**config.mk**
```make
export PLATFORM = sky130hd
export DESIGN_NAME = rst_sequencer
export DESIGN_NICKNAME = d
export VERILOG_FILES = /design/src/verilog/rst_pkg.sv /design/src/verilog/rst_sequencer.sv
export SDC_FILE = /design/constraint.sdc
export NUM_CORES = 1
export LEC_CHECK = 0
export BUFFER_PORTS_ARGS = -buffer_cell sky130_fd_sc_hd__buf_2
export CORE_ASPECT_RATIO = 1.2
export CORE_MARGIN = 5
export CORE_UTILIZATION = 45
export CTS_CLUSTER_DIAMETER = 80
export DETAILED_ROUTE_END_ITERATION = 10
export PLACE_DENSITY = 0.69
export SETUP_SLACK_MARGIN = 0.15
export SLEW_MARGIN = 20
export SYNTH_ARGS = -nofsm -noshare
export SYNTH_HDL_FRONTEND = slang
export SYNTH_SLANG_ARGS = --single-unit
```
**constraint.sdc**
```tcl
create_clock -name clk -period 7.2 [get_ports clk]
set_clock_uncertainty 0.2 [all_clocks]
set_input_delay 1.08 -clock clk [delete_from_list [all_inputs] [get_ports clk]]
set_output_delay 1.08 -clock clk [all_outputs]
set_load 0.01 [all_outputs]
```
**src/verilog/rst_pkg.sv**
```systemverilog
// constants and types shared by the reset sequencer
package rst_pkg;

	// ****************************************
	// clock and timing
	// ****************************************
	localparam int          CLK_MHZ        = 50;
	localparam int          T_POWERUP_TIMER_MS      = 64;
	localparam int          T_POR_US       = 10;
	localparam int          T_RST_US       = 10;
	localparam logic [31:0] POWERUP_TIMER_CYCLES    = 32'(T_POWERUP_TIMER_MS * 1000 * CLK_MHZ);
	localparam logic [31:0] POR_CYCLES     = 32'(T_POR_US * CLK_MHZ);
	localparam logic [31:0] RST_CYCLES     = 32'(T_RST_US * CLK_MHZ);
	localparam int          OST_W          = 10;
	localparam logic [9:0]  OST_LAST       = 10'h3FF;

	// ****************************************
	// register map
	// ****************************************
	localparam int          ADDR_W         = 4;
	localparam logic [3:0]  STATUS_OFS     = 4'h0;
	localparam logic [3:0]  OSC_OFS        = 4'h1;
	localparam logic [15:0] STATUS_POR_VAL = 16'h0003;
	localparam logic [15:0] STATUS_WR_MASK = 16'hC7FF;

	// ****************************************
	// status field positions
	// ****************************************
	localparam int BIT_TRAP     = 15;
	localparam int BIT_ILLEGAL  = 14;
	localparam int BIT_DEEPSLP  = 10;
	localparam int BIT_CFGMIS   = 9;
	localparam int BIT_PROGMEM_SLEEP_POWER    = 8;
	localparam int BIT_PIN      = 7;
	localparam int BIT_SOFT     = 6;
	localparam int BIT_WDTEN    = 5;
	localparam int BIT_WATCHDOG_TIMEOUT_FLAG     = 4;
	localparam int BIT_SLEEP    = 3;
	localparam int BIT_IDLE     = 2;
	localparam int BIT_BROWNOUT = 1;
	localparam int BIT_POWERON  = 0;

	// ****************************************
	// oscillator select field
	// ****************************************
	localparam int         OSC_LSB       = 12;
	localparam int         OSC_MSB       = 14;
	localparam logic [2:0] OSC_RESET     = 3'h0;
	localparam logic [2:0] OSC_FAST_RC   = 3'h0;

	// ****************************************
	// types
	// ****************************************
	typedef enum logic [0:0] {
		ST_HOLD = 1'b0,
		ST_RUN  = 1'b1
	} rst_state_t;

	typedef enum logic [1:0] {
		KIND_POR   = 2'b00,
		KIND_BOR   = 2'b01,
		KIND_OTHER = 2'b10
	} rst_kind_t;

endpackage

```
**src/verilog/rst_sequencer.sv**
```systemverilog
// reset cause status, clock source choice and system reset release timing
// Function
// - trap conflict sets status bit 15; cleared by power-on or software.
// - illegal opcode, address mode or uninitialised pointer sets bit 14.
// - sleep with deep-sleep armed sets bit 10; software clear only.
// - configuration mismatch reset sets bit 9; power-on clears it.
// - bit 8 keeps program memory bias powered in sleep when set.
// - master clear pin reset sets bit 7; power-on clears it.
// - reset instruction sets bit 6; power-on clears it.
// - bit 5 enables watchdog; unprogrammed fuse forces it on.
// - watchdog time-out sets bit 4; power-save or power-on clears it.
// - sleep sets bit 3, idle sets bit 2; power-on or software clears.
// - brown-out and power-on both set bit 1; hardware never clears it.
// - power-on sets bits 0 and 1; every other flag resets to zero.
// - software may set or clear flags other than bit 10 without causing any reset.
// - with switching, power-on/brown-out use fuses, others current select.
// - without switching, clock source comes from the fuses except during two-speed start-up.
// - system reset held until power-on and power-up delays expire.
// - delay per kind: por+rst+powerup_timer, rst+powerup_timer for brown-out, else rst.
// - start-up timer and pll wait run alongside; run needs both releases.
// - power-up timer is 64 ms when the regulator is disabled.
// - start-up timer is a 10-bit counter of 1024 oscillator periods.
// - clock fail monitor starts only after system reset release.
// - two-speed start-up begins on the fast rc oscillator.
// - any active reset source drives the system reset active.
`timescale 1ns/1ps

module rst_sequencer #(
	parameter logic [31:0] POWERUP_TIMER_CYCLES = rst_pkg::POWERUP_TIMER_CYCLES,
	parameter logic [31:0] POR_CYCLES  = rst_pkg::POR_CYCLES,
	parameter logic [31:0] RST_CYCLES  = rst_pkg::RST_CYCLES
) (
	// clock and power-on reset
	input  wire logic        clk,
	input  wire logic        rst_n,
	// reset sources
	input  wire logic        masterClearPin_n,
	input  wire logic        brownoutEvent,
	input  wire logic        trapConflict,
	input  wire logic        illegalOp,
	input  wire logic        cfgMismatch,
	input  wire logic        softResetInstr,
	input  wire logic        watchdogTimeout,
	// power-save instructions
	input  wire logic        sleepInstr,
	input  wire logic        idleInstr,
	input  wire logic        deepSleepArm,
	// configuration fuses and pins
	input  wire logic        watchdogFuseEnable,
	input  wire logic        clockSwitchEnable,
	input  wire logic [2:0]  cfgOscSelect,
	input  wire logic        twoSpeedStartup,
	input  wire logic        regulatorDisablePin,
	input  wire logic        clockFailMonitorFuse,
	// oscillator status
	input  wire logic        oscTick,
	input  wire logic        oscNeedsStartup,
	input  wire logic        pllEnable,
	input  wire logic        pllLocked,
	// register port
	input  wire logic [3:0]  regAddr,
	input  wire logic [15:0] regWrData,
	input  wire logic        regWr,
	input  wire logic        regRd,
	output logic      [15:0] regRdData,
	// system outputs
	output logic             systemReset_n,
	output logic             clockReleased,
	output logic             execEnable,
	output logic             watchdogEnable,
	output logic             progmemSleepPower,
	output logic             clockFailMonitorEnable,
	output logic      [2:0]  sysClkSelect
);

	// ****************************************
	// state
	// ****************************************
	typedef struct packed {
		rst_pkg::rst_state_t state;
		rst_pkg::rst_kind_t  kind;
		logic [31:0]         delayCount;
		logic [9:0]          ostCount;
		logic                ostDone;
		logic [15:0]         status;
		logic [2:0]          currentOsc;
		logic [15:0]         rdData;
		logic                sysRstN;
		logic                clkRel;
		logic                exec;
		logic                wdtEn;
		logic                pmSleep;
		logic                monEn;
		logic [2:0]          clkSel;
	} rst_regs_t;

	rst_regs_t cur;
	rst_regs_t next_cur;

	logic        anySource;
	logic        otherSource;
	logic [31:0] pwrtLoad;
	logic [31:0] delayLoad;
	logic        powerSave;
	logic [15:0] hwSet;
	logic        oscReady;
	logic        pllReady;
	logic [2:0]  targetOsc;

	// ****************************************
	// next state
	// ****************************************
	always_comb begin
		next_cur = cur;

		// sources other than power-on and brown-out
		otherSource = !masterClearPin_n | trapConflict | illegalOp | cfgMismatch
			| softResetInstr | watchdogTimeout;
		anySource = otherSource | brownoutEvent;

		// power-up timer only when the regulator is off
		pwrtLoad = regulatorDisablePin ? POWERUP_TIMER_CYCLES : 32'h0000_0000;
		if (brownoutEvent) begin
			delayLoad = RST_CYCLES + pwrtLoad;
		end else begin
			delayLoad = RST_CYCLES;
		end

		// ---- sequencing ----
		if (anySource) begin
			next_cur.state      = rst_pkg::ST_HOLD;
			// a short source never cuts a longer hold that is still running
			if (cur.state == rst_pkg::ST_HOLD && cur.delayCount > delayLoad) begin
				next_cur.delayCount = cur.delayCount;
			end else begin
				next_cur.delayCount = delayLoad;
			end
			next_cur.ostCount   = 10'h000;
			next_cur.ostDone    = 1'b0;
			if (brownoutEvent) begin
				next_cur.kind = rst_pkg::KIND_BOR;
			end else if (cur.kind != rst_pkg::KIND_BOR || cur.state == rst_pkg::ST_RUN) begin
				// a pin reset during a pending brown-out keeps the longer kind
				if (cur.state == rst_pkg::ST_RUN) begin
					next_cur.kind = rst_pkg::KIND_OTHER;
				end
			end
		end else begin
			case (cur.state)
				rst_pkg::ST_HOLD: begin
					if (cur.delayCount <= 32'h0000_0001) begin
						next_cur.state      = rst_pkg::ST_RUN;
						next_cur.delayCount = 32'h0000_0000;
					end else begin
						next_cur.delayCount = cur.delayCount - 32'h0000_0001;
					end
				end
				rst_pkg::ST_RUN: begin
					next_cur.delayCount = 32'h0000_0000;
				end
				default: begin
					next_cur.state = rst_pkg::ST_HOLD;
				end
			endcase
		end

		// start-up timer runs alongside the reset delay
		if (!anySource && !cur.ostDone && oscTick) begin
			if (cur.ostCount == rst_pkg::OST_LAST) begin
				next_cur.ostDone = 1'b1;
			end else begin
				next_cur.ostCount = cur.ostCount + 10'h001;
			end
		end

		// ---- clock source selection ----
		if (cur.state == rst_pkg::ST_HOLD
			&& (cur.kind == rst_pkg::KIND_POR || cur.kind == rst_pkg::KIND_BOR)) begin
			next_cur.currentOsc = cfgOscSelect;
		end
		targetOsc = clockSwitchEnable ? cur.currentOsc : cfgOscSelect;
		oscReady  = cur.ostDone | !oscNeedsStartup;
		pllReady  = pllLocked | !pllEnable;

		// two-speed start runs on the fast rc until the target is ready
		if (twoSpeedStartup && !(oscReady && pllReady)) begin
			next_cur.clkSel = rst_pkg::OSC_FAST_RC;
			next_cur.clkRel = 1'b1;
		end else begin
			next_cur.clkSel = targetOsc;
			next_cur.clkRel = oscReady & pllReady;
		end

		// ---- status flags ----
		powerSave = sleepInstr | idleInstr;
		if (regWr && regAddr == rst_pkg::STATUS_OFS) begin
			next_cur.status = regWrData & rst_pkg::STATUS_WR_MASK;
			// deep-sleep flag may only be cleared by software
			next_cur.status[rst_pkg::BIT_DEEPSLP] = cur.status[rst_pkg::BIT_DEEPSLP]
				& regWrData[rst_pkg::BIT_DEEPSLP];
		end
		if (powerSave) begin
			next_cur.status[rst_pkg::BIT_WATCHDOG_TIMEOUT_FLAG] = 1'b0;
		end

		// hardware sets applied last so they win over a write
		hwSet = 16'h0000;
		hwSet[rst_pkg::BIT_TRAP]     = trapConflict;
		hwSet[rst_pkg::BIT_ILLEGAL]  = illegalOp;
		hwSet[rst_pkg::BIT_DEEPSLP]  = sleepInstr & deepSleepArm;
		hwSet[rst_pkg::BIT_CFGMIS]   = cfgMismatch;
		hwSet[rst_pkg::BIT_PIN]      = !masterClearPin_n;
		hwSet[rst_pkg::BIT_SOFT]     = softResetInstr;
		hwSet[rst_pkg::BIT_WATCHDOG_TIMEOUT_FLAG]     = watchdogTimeout;
		hwSet[rst_pkg::BIT_SLEEP]    = sleepInstr;
		hwSet[rst_pkg::BIT_IDLE]     = idleInstr;
		hwSet[rst_pkg::BIT_BROWNOUT] = brownoutEvent;
		next_cur.status = next_cur.status | hwSet;

		// ---- oscillator control register ----
		if (regWr && regAddr == rst_pkg::OSC_OFS && cur.state == rst_pkg::ST_RUN) begin
			next_cur.currentOsc = regWrData[rst_pkg::OSC_MSB:rst_pkg::OSC_LSB];
		end

		// ---- read port ----
		next_cur.rdData = 16'h0000;
		if (regRd) begin
			case (regAddr)
				rst_pkg::STATUS_OFS: begin
					next_cur.rdData = cur.status & rst_pkg::STATUS_WR_MASK;
				end
				rst_pkg::OSC_OFS: begin
					next_cur.rdData[rst_pkg::OSC_MSB:rst_pkg::OSC_LSB] = cur.currentOsc;
				end
				default: begin
					next_cur.rdData = 16'h0000;
				end
			endcase
		end

		// ---- outputs ----
		next_cur.sysRstN = (next_cur.state == rst_pkg::ST_RUN);
		next_cur.exec    = next_cur.sysRstN & next_cur.clkRel;
		next_cur.monEn   = clockFailMonitorFuse & next_cur.sysRstN;
		next_cur.wdtEn   = watchdogFuseEnable
			| next_cur.status[rst_pkg::BIT_WDTEN];
		next_cur.pmSleep = next_cur.status[rst_pkg::BIT_PROGMEM_SLEEP_POWER];
	end

	// ****************************************
	// registers
	// ****************************************
	always_ff @(posedge clk or negedge rst_n) begin
		if (!rst_n) begin
			cur.state      <= rst_pkg::ST_HOLD;
			cur.kind       <= rst_pkg::KIND_POR;
			// power-on holds for the full sum; the regulator pin is not known yet
			cur.delayCount <= POR_CYCLES + RST_CYCLES + POWERUP_TIMER_CYCLES;
			cur.ostCount   <= 10'h000;
			cur.ostDone    <= 1'b0;
			cur.status     <= rst_pkg::STATUS_POR_VAL;
			cur.currentOsc <= rst_pkg::OSC_RESET;
			cur.rdData     <= 16'h0000;
			cur.sysRstN    <= 1'b0;
			cur.clkRel     <= 1'b0;
			cur.exec       <= 1'b0;
			cur.wdtEn      <= 1'b0;
			cur.pmSleep    <= 1'b0;
			cur.monEn      <= 1'b0;
			cur.clkSel     <= rst_pkg::OSC_RESET;
		end else begin
			cur <= next_cur;
		end
	end

	assign regRdData              = cur.rdData;
	assign systemReset_n          = cur.sysRstN;
	assign clockReleased          = cur.clkRel;
	assign execEnable             = cur.exec;
	assign watchdogEnable         = cur.wdtEn;
	assign progmemSleepPower      = cur.pmSleep;
	assign clockFailMonitorEnable = cur.monEn;
	assign sysClkSelect           = cur.clkSel;

endmodule

```
---- Yosys cells after proc, flatten, opt, wreduce, memory -nomap -nowiden ----
Cells that the tools add are included.
word-level totals
  bits of input ports ..................... 46
  register bits ........................... 89
  word-level logic and storage cells ...... 91
operators by class
  $lt $le $gt $ge ......................... 2
  reductions and logical operators ........ 23
  mux-type cells .......................... 27
  eq/ne operators ......................... 5
  bitwise gates (word level) .............. 17
  $add $sub $neg .......................... 3
operators with widths
  operator                                                                            count
  32-bit two-way mux                                                                  3
  32-bit case mux with 2 select lines                                                 1
  11-bit two-way mux                                                                  3
  32-bit > comparator                                                                 1
  32-bit by 1-bit less-or-equal comparator with 1-bit output (second input constant)  1
  16-bit two-way mux                                                                  2
  32-bit by 1-bit subtractor with 32-bit output (second input constant)               1
  9-bit by 22-bit adder with 23-bit output (first input constant)                     1
  23-bit two-way mux                                                                  1
  22-bit two-way mux                                                                  1
  16-bit bitwise OR                                                                   1
  3-bit two-way mux                                                                   4
  10-bit by 1-bit adder with 10-bit output (second input constant)                    1
  10-bit equality test (second input constant)                                        1
  10-bit two-way mux                                                                  1
  1-bit bitwise OR                                                                    10
  1-bit logical AND                                                                   9
  1-bit two-way mux                                                                   7
  1-bit zero test                                                                     6
  2-bit two-way mux                                                                   3
  3-bit case mux with 2 select lines                                                  1
  2-bit nonzero test                                                                  3
  1-bit AND                                                                           5
  4-bit by 1-bit equality test with 1-bit output (second input constant)              1
  8 further kinds                                                                     9

---- Longest topological paths before layout ----
Gate-level depths: netlist of run 1.
  word-level depth ........................ 11
  depth in mapped cells ................... 10
  mapped depth without buffers ............ 9

---- Worst setup path before layout of run 1 ----
No wires, ideal clock.
  kind .................................... input to register
  start point ............................. input port regulatorDisablePin
  end point ............................... register cur[77] (netlist bit)
  path buffers ............................ 2
  library setup time ...................... 138 ps
  cell stages on the path ................. 10
  path slack .............................. 3818 ps
  data arrival time ....................... 3044 ps
  cells stage by stage .................... and2_1 -> inv_1 -> ha_1 -> nand4b_1 -> or3_1 -> o21ai_0 -> o32a_1 -> buf_4 -> clkbuf_1 -> a31oi_1
on the way
  cells in the longest elaborated chain, start to end .. 6
  elaborated cells on any way between the ends .. 8
  those cells by class .................... add/sub: 1; order compare: 1; eq/ne: 1; mux: 4; reduce/logical: 1
ends and longest elaborated chain
  item                                          RTL line              source
  from (decl)                                   rst_sequencer.sv:53   input wire logic regulatorDisablePin,
  22-bit two-way mux (*)                        rst_sequencer.sv:122  pwrtLoad = regulatorDisablePin ? POWERUP_TIMER_CYCLES : 32'h0000_0000;
  9-bit by 22-bit adder with 23-bit output (*)  rst_sequencer.sv:124  delayLoad = RST_CYCLES + pwrtLoad;
  23-bit two-way mux (*)                        rst_sequencer.sv:123  if (brownoutEvent) begin
  32-bit > comparator                           rst_sequencer.sv:133  if (cur.state == rst_pkg::ST_HOLD && cur.delayCount > delayLoad) begin
  1-bit logical AND                             rst_sequencer.sv:133
  2-bit != test (no source line)                n/a
  to (signal assigned)                          rst_sequencer.sv:272  cur <= next_cur;
  to (decl)                                     rst_sequencer.sv:97   rst_regs_t cur;
Mark *: on every way between the ends. The rest lies on a longest branch, timed or not. The select of a mux whose other input is x is not followed.
A chain may end at the register's enable or synchronous reset.

---- Final worst setup path of run 1 ----
  start point ............................. input port brownoutEvent
  end point ............................... register cur[62] (netlist bit)
on the way
  cells in the longest elaborated chain, start to end .. 4
  elaborated cells on any way between the ends .. 7
  those cells by class .................... order compare: 1; eq/ne: 1; mux: 3; bitwise: 1; reduce/logical: 1
ends and longest elaborated chain
  item                            RTL line              source
  from (decl)                     rst_sequencer.sv:38   input wire logic brownoutEvent,
  23-bit two-way mux              rst_sequencer.sv:123
  32-bit > comparator             rst_sequencer.sv:133
  1-bit logical AND               rst_sequencer.sv:133
  2-bit != test (no source line)  n/a
Parallel ways exist; a longest one is shown, timed or not. The select of a mux whose other input is x is not followed.

==> qor.tcl, run 1 <==
set qor(status) {finished clean}
set qor(tightestPinTransition_ns) 0.7956
set qor(first_iter_violations) 139
set qor(power_frac_comb) 0.219
set qor(finish.net_count) 553
set qor(grt_setup_unrepaired) {no}
set qor(nFillCells) 886
set qor(multi_input_area_um2) 2006
set qor(yosys_warnings) 0
set qor(cell_internal_pwr_mw) 0.9170
set qor(cts.clk_slew.worst_paths_ns) 0.06
set qor(critPathRequiredTime_ns) 7.26
set qor(start_of_the_worst_register_to_register_path) {cur[67]$_DFFE_PN1P_}
set qor(dp.cells) 609
set qor(die_width_um) 100
set qor(clock.fmax_mhz) 264.5
set qor(post_synthesis_sequential_area_ratio) 0.4788
set qor(worst_r2r_path_cells) 7
set qor(clock_tree_root_buffer_cell) {clkbuf_16}
set qor(area.sequential_um2) 2095
set qor(cts_setup_buffers) 0
set qor(reg2reg_setup_slack_ns) 4.34
set qor(pin_count_of_the_biggest_net_entering_global_routing) 84
set qor(cp_cell_sequence) {buf_2, and2_1, inv_1, ha_1, nand4b_1, or3_1, o21ai_0, o32a_2, o21ai_0, a21oi_1}
set qor(floorplan.io_pins) 71
set qor(ys_async_sr_fraction) 1.000
set qor(post_drt_via_cell_ratio) 5.642
set qor(drt-pass1-iter-count) 5
set qor(grt_overflow_total) 0
set qor(p_seq_frac) 0.413
set qor(layout_commonest_cell) {dfrtp_1}
set qor(final_min_period_over_clock_period) 0.5251
set qor(grt_pass1_wl_um) 16840
set qor(clock_path_buffers) 2
set qor(postLayoutCoreUtil) 0.5219
set qor(dp.final_hpwl_um) 6868
set qor(initial_core_util) 0.4597
set qor(cts_tree) {yes}
set qor(cts.sinks) 83
set qor(synth_cells) 455
set qor(worst_hold_path_type) {reg2reg}
set qor(drive_above_1_share) 0.2271
set qor(rows) 39
set qor(max-cap-violations) 0
set qor(clk-insertion-delay-late_ns) 0.34
set qor(critPathLaunchType) {input port}
set qor(worst-setup-path-type) {in2reg}
set qor(overall_via_count_from_detail_route) 3526
set qor(critPathLaunch) {brownoutEvent}
set qor(share_clk_of_total_power) 0.368
set qor(p_switching_mw) 0.3975
set qor(antenna_cells) 0
set qor(place.gp.congestion) 0.8339
set qor(cts_inserted_buffers) 9
set qor(grt_pass1_vias) 3590
set qor(stdcell_count) 625
set qor(synthesis.nets) 511
set qor(die_h_um) 118
set qor(h_tree_depth_reported_by_cts) 3
set qor(post_synth_instance_area_um2) 4374
set qor(layout.cells.most_common_list) {dfrtp_1, buf_2, nor2_1, nand2_1, a21oi_1}
set qor(antenna_found_initial) 0
set qor(peakVddDrop_v) 0.0001075
set qor(groute.usage.overall) 0.1751
set qor(min_from) {cur[34]$_DFF_PN0_}
set qor(synth.ff_latch_count) 83
set qor(powerDensity_nw_per_um2) 264.7
set qor(slew_violations) 0
set qor(hold_depth) 1
set qor(cts_hold_buf) 0
set qor(wire_per_inst_um) 15.94
set qor(netlist-cell-type-count) 58
set qor(remaining_drcs) 0
set qor(core-area_um2) 9515
set qor(portbufs) 68
set qor(routed_wl_um) 9963
set qor(regToRegEndpoint) {cur[62]$_DFFE_PN1P_}
set qor(final_period_minus_worst_setup_slack_ns) 3.781
set qor(setup_viol) 0
set qor(finalHoldViolations) 0
set qor(relSlewSlack) 0.4621
set qor(antenna_left) 0
set qor(power.static_leakage_nw) 2.178
set qor(critical_path.endpoint_type) {flip-flop}
set qor(critical-path-slowest-cell) {o32a_2}
set qor(area_delta_synth_final_pct) 13.53
set qor(synthFlopType) {dfrtp_1}
set qor(critical-path-top-cell-by-count) {o21ai_0}
set qor(netSwitchingFraction) 0.3024
set qor(synth_edf_count) 0
set qor(post_cts_resize_count) 0
set qor(dieArea_um2) 11800
set qor(fin_worst_hold_slack_ns) 0.2739
set qor(cp_data_arrival_time_ns) 3.84
set qor(path_max_fanout) 29
set qor(postSynthAreaPerCell_um2) 9.614
set qor(final.setup.tns_ns) 0
set qor(timing.critical_path.slowest_cell_delay_ns) 0.61
set qor(holdPathEnd) {regRdData[6]$_DFF_PN0_}
[worst max path at each step]
| stage | end | slack, ns | depth (start not counted) |
|---|---|---|---|
| 3_5_place_dp | cur[62]$_DFFE_PN1P_ | 2.77 | 10 |
| 2_1_floorplan | cur[77]$_DFFE_PN0P_ | 3.82 | 10 |
| 4_1_cts | cur[62]$_DFFE_PN1P_ | 3.09 | 10 |
| 3_3_place_gp | cur[62]$_DFFE_PN1P_ | 2.83 | 10 |
| 6_report | cur[62]$_DFFE_PN1P_ | 3.42 | 10 |
| 5_1_grt | cur[62]$_DFFE_PN1P_ | 3.18 | 10 |
[Yosys cell counts, drive strengths merged, types with 3 or more instances]
library cell,n,area [um^2]
dfrtp,69,1727
nor2,51,193.9
nand2,39,148.9
buf,27,200.2
a21oi,25,125.1
o21ai,22,110.1
nor3,20,100.1
and2,18,112.6
dfstp,14,367.9
a31oi,13,81.33
clkbuf,12,45.04
nor4,12,90.09
ha,10,125.1
inv,10,37.54
nor2b,8,50.05
a211o,7,61.31
mux2i,7,70.07
nand3,7,35.03
nand4,7,43.79
o41ai,7,68.82
or4,7,60.06
o31ai,5,37.54
a211oi,4,30.03
a22o,4,35.03
o21a,4,30.03
a22oi,3,22.52
mux2,3,33.78
nand2b,3,18.77
nand4b,3,26.28
o211ai,3,22.52
or2,3,18.77
[per-stage QoR]
step                cell area, um^2  setup WS, ns  power [mW]
floorplan                      4374         3.818      0.7542
global placement               4641         2.833      0.8195
detailed placement             4641         2.767      0.8296
CTS                            4954         3.090       1.317
global route                   4966         3.177       1.392
finish                         4966         3.419       1.315
[registers in the layout, summed over array words and instances, names as in the netlist]
name,cells
sysClkSelect,3
clockFailMonitorEnable,1
execEnable,1
regRdData,15
watchdogEnable,1
clockReleased,1
systemReset_n,1
cur,60
[kinds of logic (layout without fill, tap and decap cells)]
logic type	Yosys count	count (layout)	synth area share
adder cells (fa/ha/maj)	10	10	0.02860
flip-flops	83	83	0.4788
XOR/XNOR	4	4	0.008011
AND/OR/NAND/NOR	187	187	0.2214
other	1	1	0.0008573
multiplexers	10	10	0.02374
AO/OA/AOI/OAI	111	111	0.1739
buffers and inverters	49	96	0.06465
[power by group through the flow]
stage                     registers (mW)  logic (mW)  clock network [mW]
after floorplan                    0.536       0.218                   0
after global placement             0.548       0.272                   0
after detailed placement           0.550       0.279                   0
after CTS                          0.543       0.282               0.492
after global routing               0.548       0.325               0.518
final                              0.543       0.288               0.483
[layer usage]
layer | wire (um) | vias up | share of wire | global-route usage
li1 | - | 1715 | - | -
met1 | 4247 | 1716 | 0.43 | 0.2110
met2 | 4982 | 82 | 0.50 | 0.2955
met3 | 593 | 13 | 0.060 | 0.04683
met4 | 140 | 0 | 0.014 | 0.06740
met5 | 0 | - | 0 | 0
[area by class of cell]
cell class,count,area share
sequential,83,0.4218
multi-input combinational,323,0.4039
clock buffer,12,0.04762
inverter,10,0.007559
timing repair buffer,70,0.07281
clock inverter,4,0.01537
tap,123,0.03099
[critical path, delay by kind of cell]
kind	cells	cell delay (ns)
adder cells (fa/ha/maj)	1	0.37
AND/OR/NAND/NOR	3	0.78
AO/OA/AOI/OAI	4	1.27
buffers and inverters	2	0.32
Power figures use the tool's default switching activity.
==> inputs of run 2 (changes only) <==
==> constraint.sdc (replaced) <==
create_clock -name clk -period 3.5 [get_ports clk]
set_clock_uncertainty 0.2 [all_clocks]
set_input_delay 0.525 -clock clk [delete_from_list [all_inputs] [get_ports clk]]
set_output_delay 0.525 -clock clk [all_outputs]
set_load 0.01 [all_outputs]
==> run 2 against run 1 <==
  * Global-route usage fell by 0.64 points
  * Count of clock-buffer cells in the layout fell by 1
  * Largest power group unchanged
  * Via count decreased by 0.14%
  * Sequential share of layout area fell by 0.27 points
  * Sequential cell count did not move
==> qor.tcl, run 2 (synthesized netlist as in run 1, its figures left out) <==
set qor(status) {finished clean}
set qor(critical_path.endpoint_type) {flip-flop}
set qor(grt_setup_unrepaired) {no}
set qor(die_width_um) 100 ;# unchanged
set qor(cts.clk_slew.worst_paths_ns) 0.06 ;# about the same
set qor(start_of_the_worst_register_to_register_path) {cur[81]$_DFFE_PN0P_}
set qor(pin_count_of_the_biggest_net_entering_global_routing) 84 ;# unchanged
set qor(layout_commonest_cell) {dfrtp_1}
set qor(dpl_cell_area_um2) 4708 ;# +1.5%
set qor(finalHoldViolations) 0 ;# unchanged
set qor(antenna_left) 0 ;# unchanged
set qor(grt_pass1_wl_um) 16180 ;# -3.9%
set qor(dp.final_hpwl_um) 6955 ;# +1.3%
set qor(nFillCells) 862 ;# -2.7%
set qor(peakVddDrop_v) 0.0002095 ;# +95%
set qor(drive_above_1_share) 0.2387 ;# +0.01166
set qor(first_iter_violations) 181 ;# +30%
set qor(antenna_cells) 0 ;# unchanged
set qor(layout.cells.most_common_list) {dfrtp_1, buf_2, nor2_1, nand2_1, a21oi_1}
set qor(timing.critical_path.slowest_cell_delay_ns) 0.36 ;# -0.25 ns
set qor(place.gp.congestion) 0.8167 ;# -2.1%
set qor(timing.final.ws_setup_ns) 0.5550 ;# -2.864 ns
set qor(remaining_drcs) 0 ;# unchanged
set qor(initial_core_util) 0.4597 ;# unchanged
set qor(grt_pass1_vias) 3478 ;# -3.1%
set qor(critPathLaunchType) {input port}
set qor(final_period_minus_worst_setup_slack_ns) 2.945
set qor(cts_hold_buf) 0 ;# unchanged
set qor(tightestPinTransition_ns) 0.7357 ;# -0.05986 ns
set qor(cts.sinks) 83 ;# unchanged
set qor(powerDensity_nw_per_um2) 535.4 ;# +100%
set qor(power.static_leakage_nw) 2.217 ;# +1.8%
set qor(groute.usage.overall) 0.1687 ;# -0.006411
set qor(worst-setup-path-type) {in2reg}
set qor(floorplan.io_pins) 71 ;# unchanged
set qor(cp_cell_sequence) {buf_2, and2_1, inv_1, ha_1, a221oi_1, o21ai_0, nor3_1, o32a_1, buf_4, nand2_1, a21o_1}
set qor(wire_per_inst_um) 15.05 ;# -5.6%
set qor(critPathRequiredTime_ns) 3.53 ;# -3.73 ns
set qor(critPathLaunch) {brownoutEvent}
set qor(multi_input_area_um2) 1997 ;# -0.44%
set qor(core-area_um2) 9515 ;# unchanged
set qor(crit_family) {compound AO/OA/AOI/OAI gates}
set qor(worstPathBufferInverterCount) 3 ;# +1
set qor(fin_worst_hold_slack_ns) 0.02707 ;# -0.2468 ns
set qor(area.sequential_um2) 2095 ;# unchanged
set qor(post_placement_setup_slack_ns) 0.2479 ;# -2.519 ns
set qor(rows) 39 ;# unchanged
set qor(relSlewSlack) 0.5077 ;# +0.04557
set qor(h_tree_depth_reported_by_cts) 3 ;# unchanged
set qor(worst_hold_path_type) {in2async}
set qor(clock_tree_root_buffer_cell) {clkbuf_16}
set qor(largest_reg_flops) 60 ;# unchanged
set qor(antenna_found_initial) 0 ;# unchanged
set qor(final_min_period_over_clock_period) 0.8414
set qor(area_delta_synth_final_pct) 14.27
set qor(grt_overflow_total) 0 ;# unchanged
set qor(die_h_um) 118 ;# unchanged
set qor(routed_wl_um) 9539 ;# -4.3%
set qor(path_max_fanout) 16 ;# -45%
set qor(clk-insertion-delay-late_ns) 0.33 ;# about the same
set qor(final.setup.tns_ns) 0 ;# unchanged
set qor(drt-pass1-iter-count) 5 ;# unchanged
set qor(cts_tree) {yes}
set qor(cts_setup_buffers) 0 ;# unchanged
set qor(dieArea_um2) 11800 ;# unchanged
set qor(max-cap-violations) 0 ;# unchanged
set qor(top_register) {cur}
set qor(clock.fmax_mhz) 339.6
set qor(portbufs) 68 ;# unchanged
set qor(stdcell_area_um2) 4999 ;# +0.66%
set qor(clock_path_buffers) 2 ;# unchanged
set qor(slew_violations) 0 ;# unchanged
set qor(critical-path-slowest-cell) {ha_1}
set qor(overall_via_count_from_detail_route) 3521 ;# -0.14%
set qor(finish.net_count) 562 ;# +1.6%
set qor(cp_data_arrival_time_ns) 2.97 ;# -0.87 ns
set qor(post_drt_via_cell_ratio) 5.554 ;# -1.6%
set qor(setup_viol) 0 ;# unchanged
set qor(cts_inserted_buffers) 9 ;# unchanged
set qor(post_cts_resize_count) 0 ;# unchanged
[run 2: layout make-up]
type                            count  share of cell area
Timing Repair Buffer               79             0.08586
Clock buffer                       11             0.04656
Inverter                           10            0.007509
Clock inverter                      5             0.01076
Tap cell                          123             0.03079
Sequential cell                    83              0.4190
Multi-Input combinational cell    323              0.3995
[run 2: path summary, 6_finish.rpt]
check,end,slack (ns),cells past startpoint
max in group asynchronous,clockFailMonitorEnable$_DFF_PN0_,2.58,1
worst min register to register,regRdData[15]$_DFF_PN0_,0.27,1
worst min-delay path,cur[47]$_DFF_PN0_,0.03,1
worst max-delay path,cur[80]$_DFFE_PN0P_,0.56,11
min in group clk,cur[35]$_DFF_PN0_,0.15,2
worst max register to register,cur[82]$_DFFE_PN0P_,0.69,6
[run 2: layer usage]
layer / routed length (um) / vias up / global-route usage
li1: - / 1739 / -
met1: 4058 / 1687 / 0.2045
met2: 4721 / 75 / 0.2809
met3: 519 / 20 / 0.03912
met4: 240 / 0 / 0.07835
met5: 0 / - / 0
[run 2: stage by stage]
stage,power [mW],utilization,std cells
final,2.676,0.5253,634
after floorplan,1.551,-,455
after global routing,2.829,0.5253,634
after global placement,1.757,0.4948,618
after detailed placement,1.776,0.4948,618
after CTS,2.697,0.5249,634
[run 2: report_power, final]
part,internal [mW],switching (mW),total [mW]
registers,1.05,0.0660,1.11
clock network,0.550,0.360,0.910
logic,0.268,0.385,0.652
total,1.87,0.811,2.68
==> inputs of run 3 (changes only) <==
--- a/config.mk
+++ b/config.mk
@@ -5,13 +5,14 @@
 export SDC_FILE = /design/constraint.sdc
 export NUM_CORES = 1
 export LEC_CHECK = 0
+export ABC_AREA = 1
 export BUFFER_PORTS_ARGS = -buffer_cell sky130_fd_sc_hd__buf_2
 export CORE_ASPECT_RATIO = 1.2
 export CORE_MARGIN = 5
 export CORE_UTILIZATION = 45
 export CTS_CLUSTER_DIAMETER = 80
 export DETAILED_ROUTE_END_ITERATION = 10
-export PLACE_DENSITY = 0.69
+export PLACE_DENSITY = 0.68
 export SETUP_SLACK_MARGIN = 0.15
 export SLEW_MARGIN = 20
 export SYNTH_ARGS = -nofsm -noshare
==> constraint.sdc (replaced) <==
create_clock -name clk -period 2.85 [get_ports clk]
set_clock_uncertainty 0.2 [all_clocks]
set_input_delay 0.4275 -clock clk [delete_from_list [all_inputs] [get_ports clk]]
set_output_delay 0.4275 -clock clk [all_outputs]
set_load 0.01 [all_outputs]
==> run 3 against run 2 <==
  * Utilization is 0.51 points lower
  * Critical path depth stayed put
  * Hold slack better by 0.062 ns
  * First-iteration DRC count is 52% higher
  * Wire length is 19% higher
  * Clock power is 29% higher
  * Critical endpoint is now cur[55]$_DFFE_PN0P_
  * Largest cell class is now multi-input combinational cells
==> qor.tcl, run 3 <==
set qor(overall_via_count_from_detail_route) 4129 ;# +17%
set qor(layout.cells.most_common_list) {nand2_1, nor2_1, dfrtp_1, buf_2, inv_1}
set qor(worstPathBufferInverterCount) 1 ;# -2
set qor(critical_path.endpoint_type) {flip-flop}
set qor(remaining_drcs) 0 ;# unchanged
set qor(finalHoldViolations) 0 ;# unchanged
set qor(powerDensity_nw_per_um2) 581.1 ;# +8.5%
set qor(floorplan.io_pins) 71 ;# unchanged
set qor(synth_most_common_cell) {nand2_1}
set qor(drive_above_1_share) 0.2174 ;# -0.02136
set qor(worst-setup-path-type) {in2reg}
set qor(setup_viol) 0 ;# unchanged
set qor(groute.usage.overall) 0.1807 ;# +0.01193
set qor(clock.fmax_mhz) 406.4
set qor(synth.ff_latch_count) 83 ;# unchanged
set qor(synth.top_cells.by_area) {dfrtp_1, nand2_1, dfstp_2}
set qor(layout_commonest_cell) {nand2_1}
set qor(postSynthAreaPerCell_um2) 7.929 ;# -18%
set qor(largest_reg_flops) 60 ;# unchanged
set qor(routed_wl_um) 11330 ;# +19%
set qor(initial_core_util) 0.4584 ;# -0.001280
set qor(relSlewSlack) 0.4119 ;# -0.09585
set qor(die_h_um) 123.4 ;# +4.6%
set qor(wire_per_inst_um) 14.23 ;# -5.4%
set qor(max-cap-violations) 0 ;# unchanged
set qor(antenna_found_initial) 0 ;# unchanged
set qor(pin_count_of_the_biggest_net_entering_global_routing) 44 ;# -48%
set qor(yosys_warnings) 0 ;# unchanged
set qor(synthFlopType) {dfrtp_1}
set qor(worst_hold_path_type) {in2reg}
set qor(status) {finished clean}
set qor(cts.sinks) 83 ;# unchanged
set qor(nFillCells) 993 ;# +15%
set qor(postLayoutCoreUtil) 0.5202 ;# -0.005145
set qor(grt_overflow_total) 0 ;# unchanged
set qor(ys_async_sr_fraction) 1.000 ;# unchanged
set qor(synth_cells) 608 ;# +34%
set qor(netlist-cell-type-count) 41 ;# -29%
set qor(synthesis.nets) 664 ;# +30%
set qor(grt_pass1_vias) 4186 ;# +20%
set qor(post_synth_instance_area_um2) 4821 ;# +10%
set qor(cts_setup_buffers) 0 ;# unchanged
set qor(cts_hold_buf) 1 ;# +1
set qor(cts_tree) {yes}
set qor(slew_violations) 0 ;# unchanged
set qor(place.gp.congestion) 0.9593 ;# +17%
set qor(grt_setup_unrepaired) {no}
set qor(synth.cells.most_frequent) {nand2_1, nor2_1, dfrtp_1, inv_1, nand3_1}
set qor(core-area_um2) 10520 ;# +11%
set qor(timing.critical_path.slowest_cell_delay_ns) 0.43 ;# +0.07 ns
set qor(first_iter_violations) 275 ;# +52%
set qor(critPathLaunchType) {input port}
set qor(area_delta_synth_final_pct) 13.47
set qor(cell_accounting_for_the_most_synthesized_area) {dfrtp_1}
set qor(crit_family) {simple AND/OR/NAND/NOR gates}
set qor(dp.final_hpwl_um) 8436 ;# +21%
set qor(critical-path-slowest-cell) {ha_1}
set qor(antenna_left) 0 ;# unchanged
set qor(yosys.area.top_type_share) 0.3582 ;# -0.03657
set qor(clk-insertion-delay-late_ns) 0.34 ;# about the same
set qor(post_synthesis_sequential_area_ratio) 0.4345 ;# -0.04437
set qor(cts_inserted_buffers) 9 ;# unchanged
set qor(final_min_period_over_clock_period) 0.8633
set qor(post_cts_resize_count) 0 ;# unchanged
set qor(peakVddDrop_v) 0.0002473 ;# +18%
set qor(h_tree_depth_reported_by_cts) 3 ;# unchanged
set qor(final.setup.tns_ns) 0 ;# unchanged
set qor(path_max_fanout) 22 ;# +6
set qor(dieArea_um2) 12890 ;# +9.2%
set qor(cts.clk_slew.worst_paths_ns) 0.06 ;# about the same
set qor(die_width_um) 104.5 ;# +4.5%
set qor(critPathRequiredTime_ns) 2.90 ;# -0.63 ns
set qor(cp_cell_sequence) {buf_2, nand2_1, ha_1, nand4_1, nor2_1, nand2_1, nand2_1, nand2_2, nand2_4, nand3_4, o21ai_1}
set qor(cp_data_arrival_time_ns) 2.51 ;# -0.46 ns
set qor(drt-pass1-iter-count) 4 ;# -1
set qor(top_register) {cur}
set qor(post_drt_via_cell_ratio) 5.187 ;# -6.6%
set qor(final_period_minus_worst_setup_slack_ns) 2.460
set qor(power.static_leakage_nw) 2.711 ;# +22%
set qor(critical-path-top-cell-by-count) {nand2_1}
set qor(rows) 41 ;# +5.1%
set qor(clock_path_buffers) 2 ;# unchanged
set qor(finish.net_count) 718 ;# +28%
set qor(antenna_cells) 0 ;# unchanged
set qor(synth_edf_count) 0 ;# unchanged
set qor(tightestPinTransition_ns) 0.8813 ;# +0.1455 ns
set qor(grt_pass1_wl_um) 18860 ;# +17%
set qor(clock_tree_root_buffer_cell) {clkbuf_16}
set qor(portbufs) 68 ;# unchanged
run 3: cell type report:
cell class / count / area, um^2 / share of cell area
clock buffers: 10 / 239.0 / 0.04369
clock inverters: 6 / 63.81 / 0.01167
inverters: 70 / 262.8 / 0.04803
multi-input cells: 424 / 2246 / 0.4106
flip-flops and latches: 83 / 2095 / 0.3829
well taps: 129 / 161.4 / 0.02951
repair buffers: 74 / 402.9 / 0.07365
run 3: cells by family after synthesis:
kind of cell | Yosys count | share of synthesized area
AND/OR/NAND/NOR | 315 | 0.3039
buffers and inverters | 101 | 0.09966
flip-flops | 83 | 0.4345
AO/OA/AOI/OAI | 75 | 0.09240
XOR/XNOR | 19 | 0.03452
adder cells (fa/ha/maj) | 10 | 0.02595
multiplexers | 4 | 0.008306
other | 1 | 0.0007779
run 3: where the power goes:
part	total (mW)	switching [mW]	leakage, nW	internal [mW]
logic	0.611	0.384	1.56	0.227
clock network	1.17	0.470	0.145	0.702
registers	1.40	0.104	1.00	1.29
total	3.18	0.957	2.71	2.22
run 3: final timing paths:
check / from / to / slack, ns / depth (start not counted)
setup / recovery: brownoutEvent / cur[55]$_DFFE_PN0P_ / 0.39 / 11
hold / removal: watchdogFuseEnable / watchdogEnable$_DFF_PN0_ / 0.09 / 2
setup reg to reg: cur[69]$_DFFE_PN1P_ / cur[55]$_DFFE_PN0P_ / 0.50 / 9
hold reg to reg: cur[34]$_DFF_PN0_ / regRdData[6]$_DFF_PN0_ / 0.28 / 2
max in group asynchronous: rst_n / cur[70]$_DFFE_PN1P_ / 1.35 / 3
min in group asynchronous: rst_n / regRdData[5]$_DFF_PN0_ / 0.41 / 2
run 3: routing by layer:
| layer | routed length [um] | vias up | global-route usage |
|---|---|---|---|
| met5 | 0 | - | 0 |
| li1 | - | 2054 | - |
| met2 | 5821 | 121 | 0.3245 |
| met4 | 239 | 0 | 0.07935 |
| met1 | 4582 | 1935 | 0.2025 |
| met3 | 684 | 19 | 0.04595 |
run 3: metrics by stage:
stage	std cells	power (mW)	hold slack, ns	setup WS (ns)	instance area, um^2
after floorplan	608	1.840	-0.06809	0.5819	4821
after global placement	779	2.004	0.2491	0.1047	5157
after detailed placement	779	2.025	0.2503	0.03739	5157
after CTS	796	3.216	0.07626	0.3735	5470
after global routing	796	3.347	0.08693	0.1734	5470
final	796	3.179	0.08867	0.3896	5470
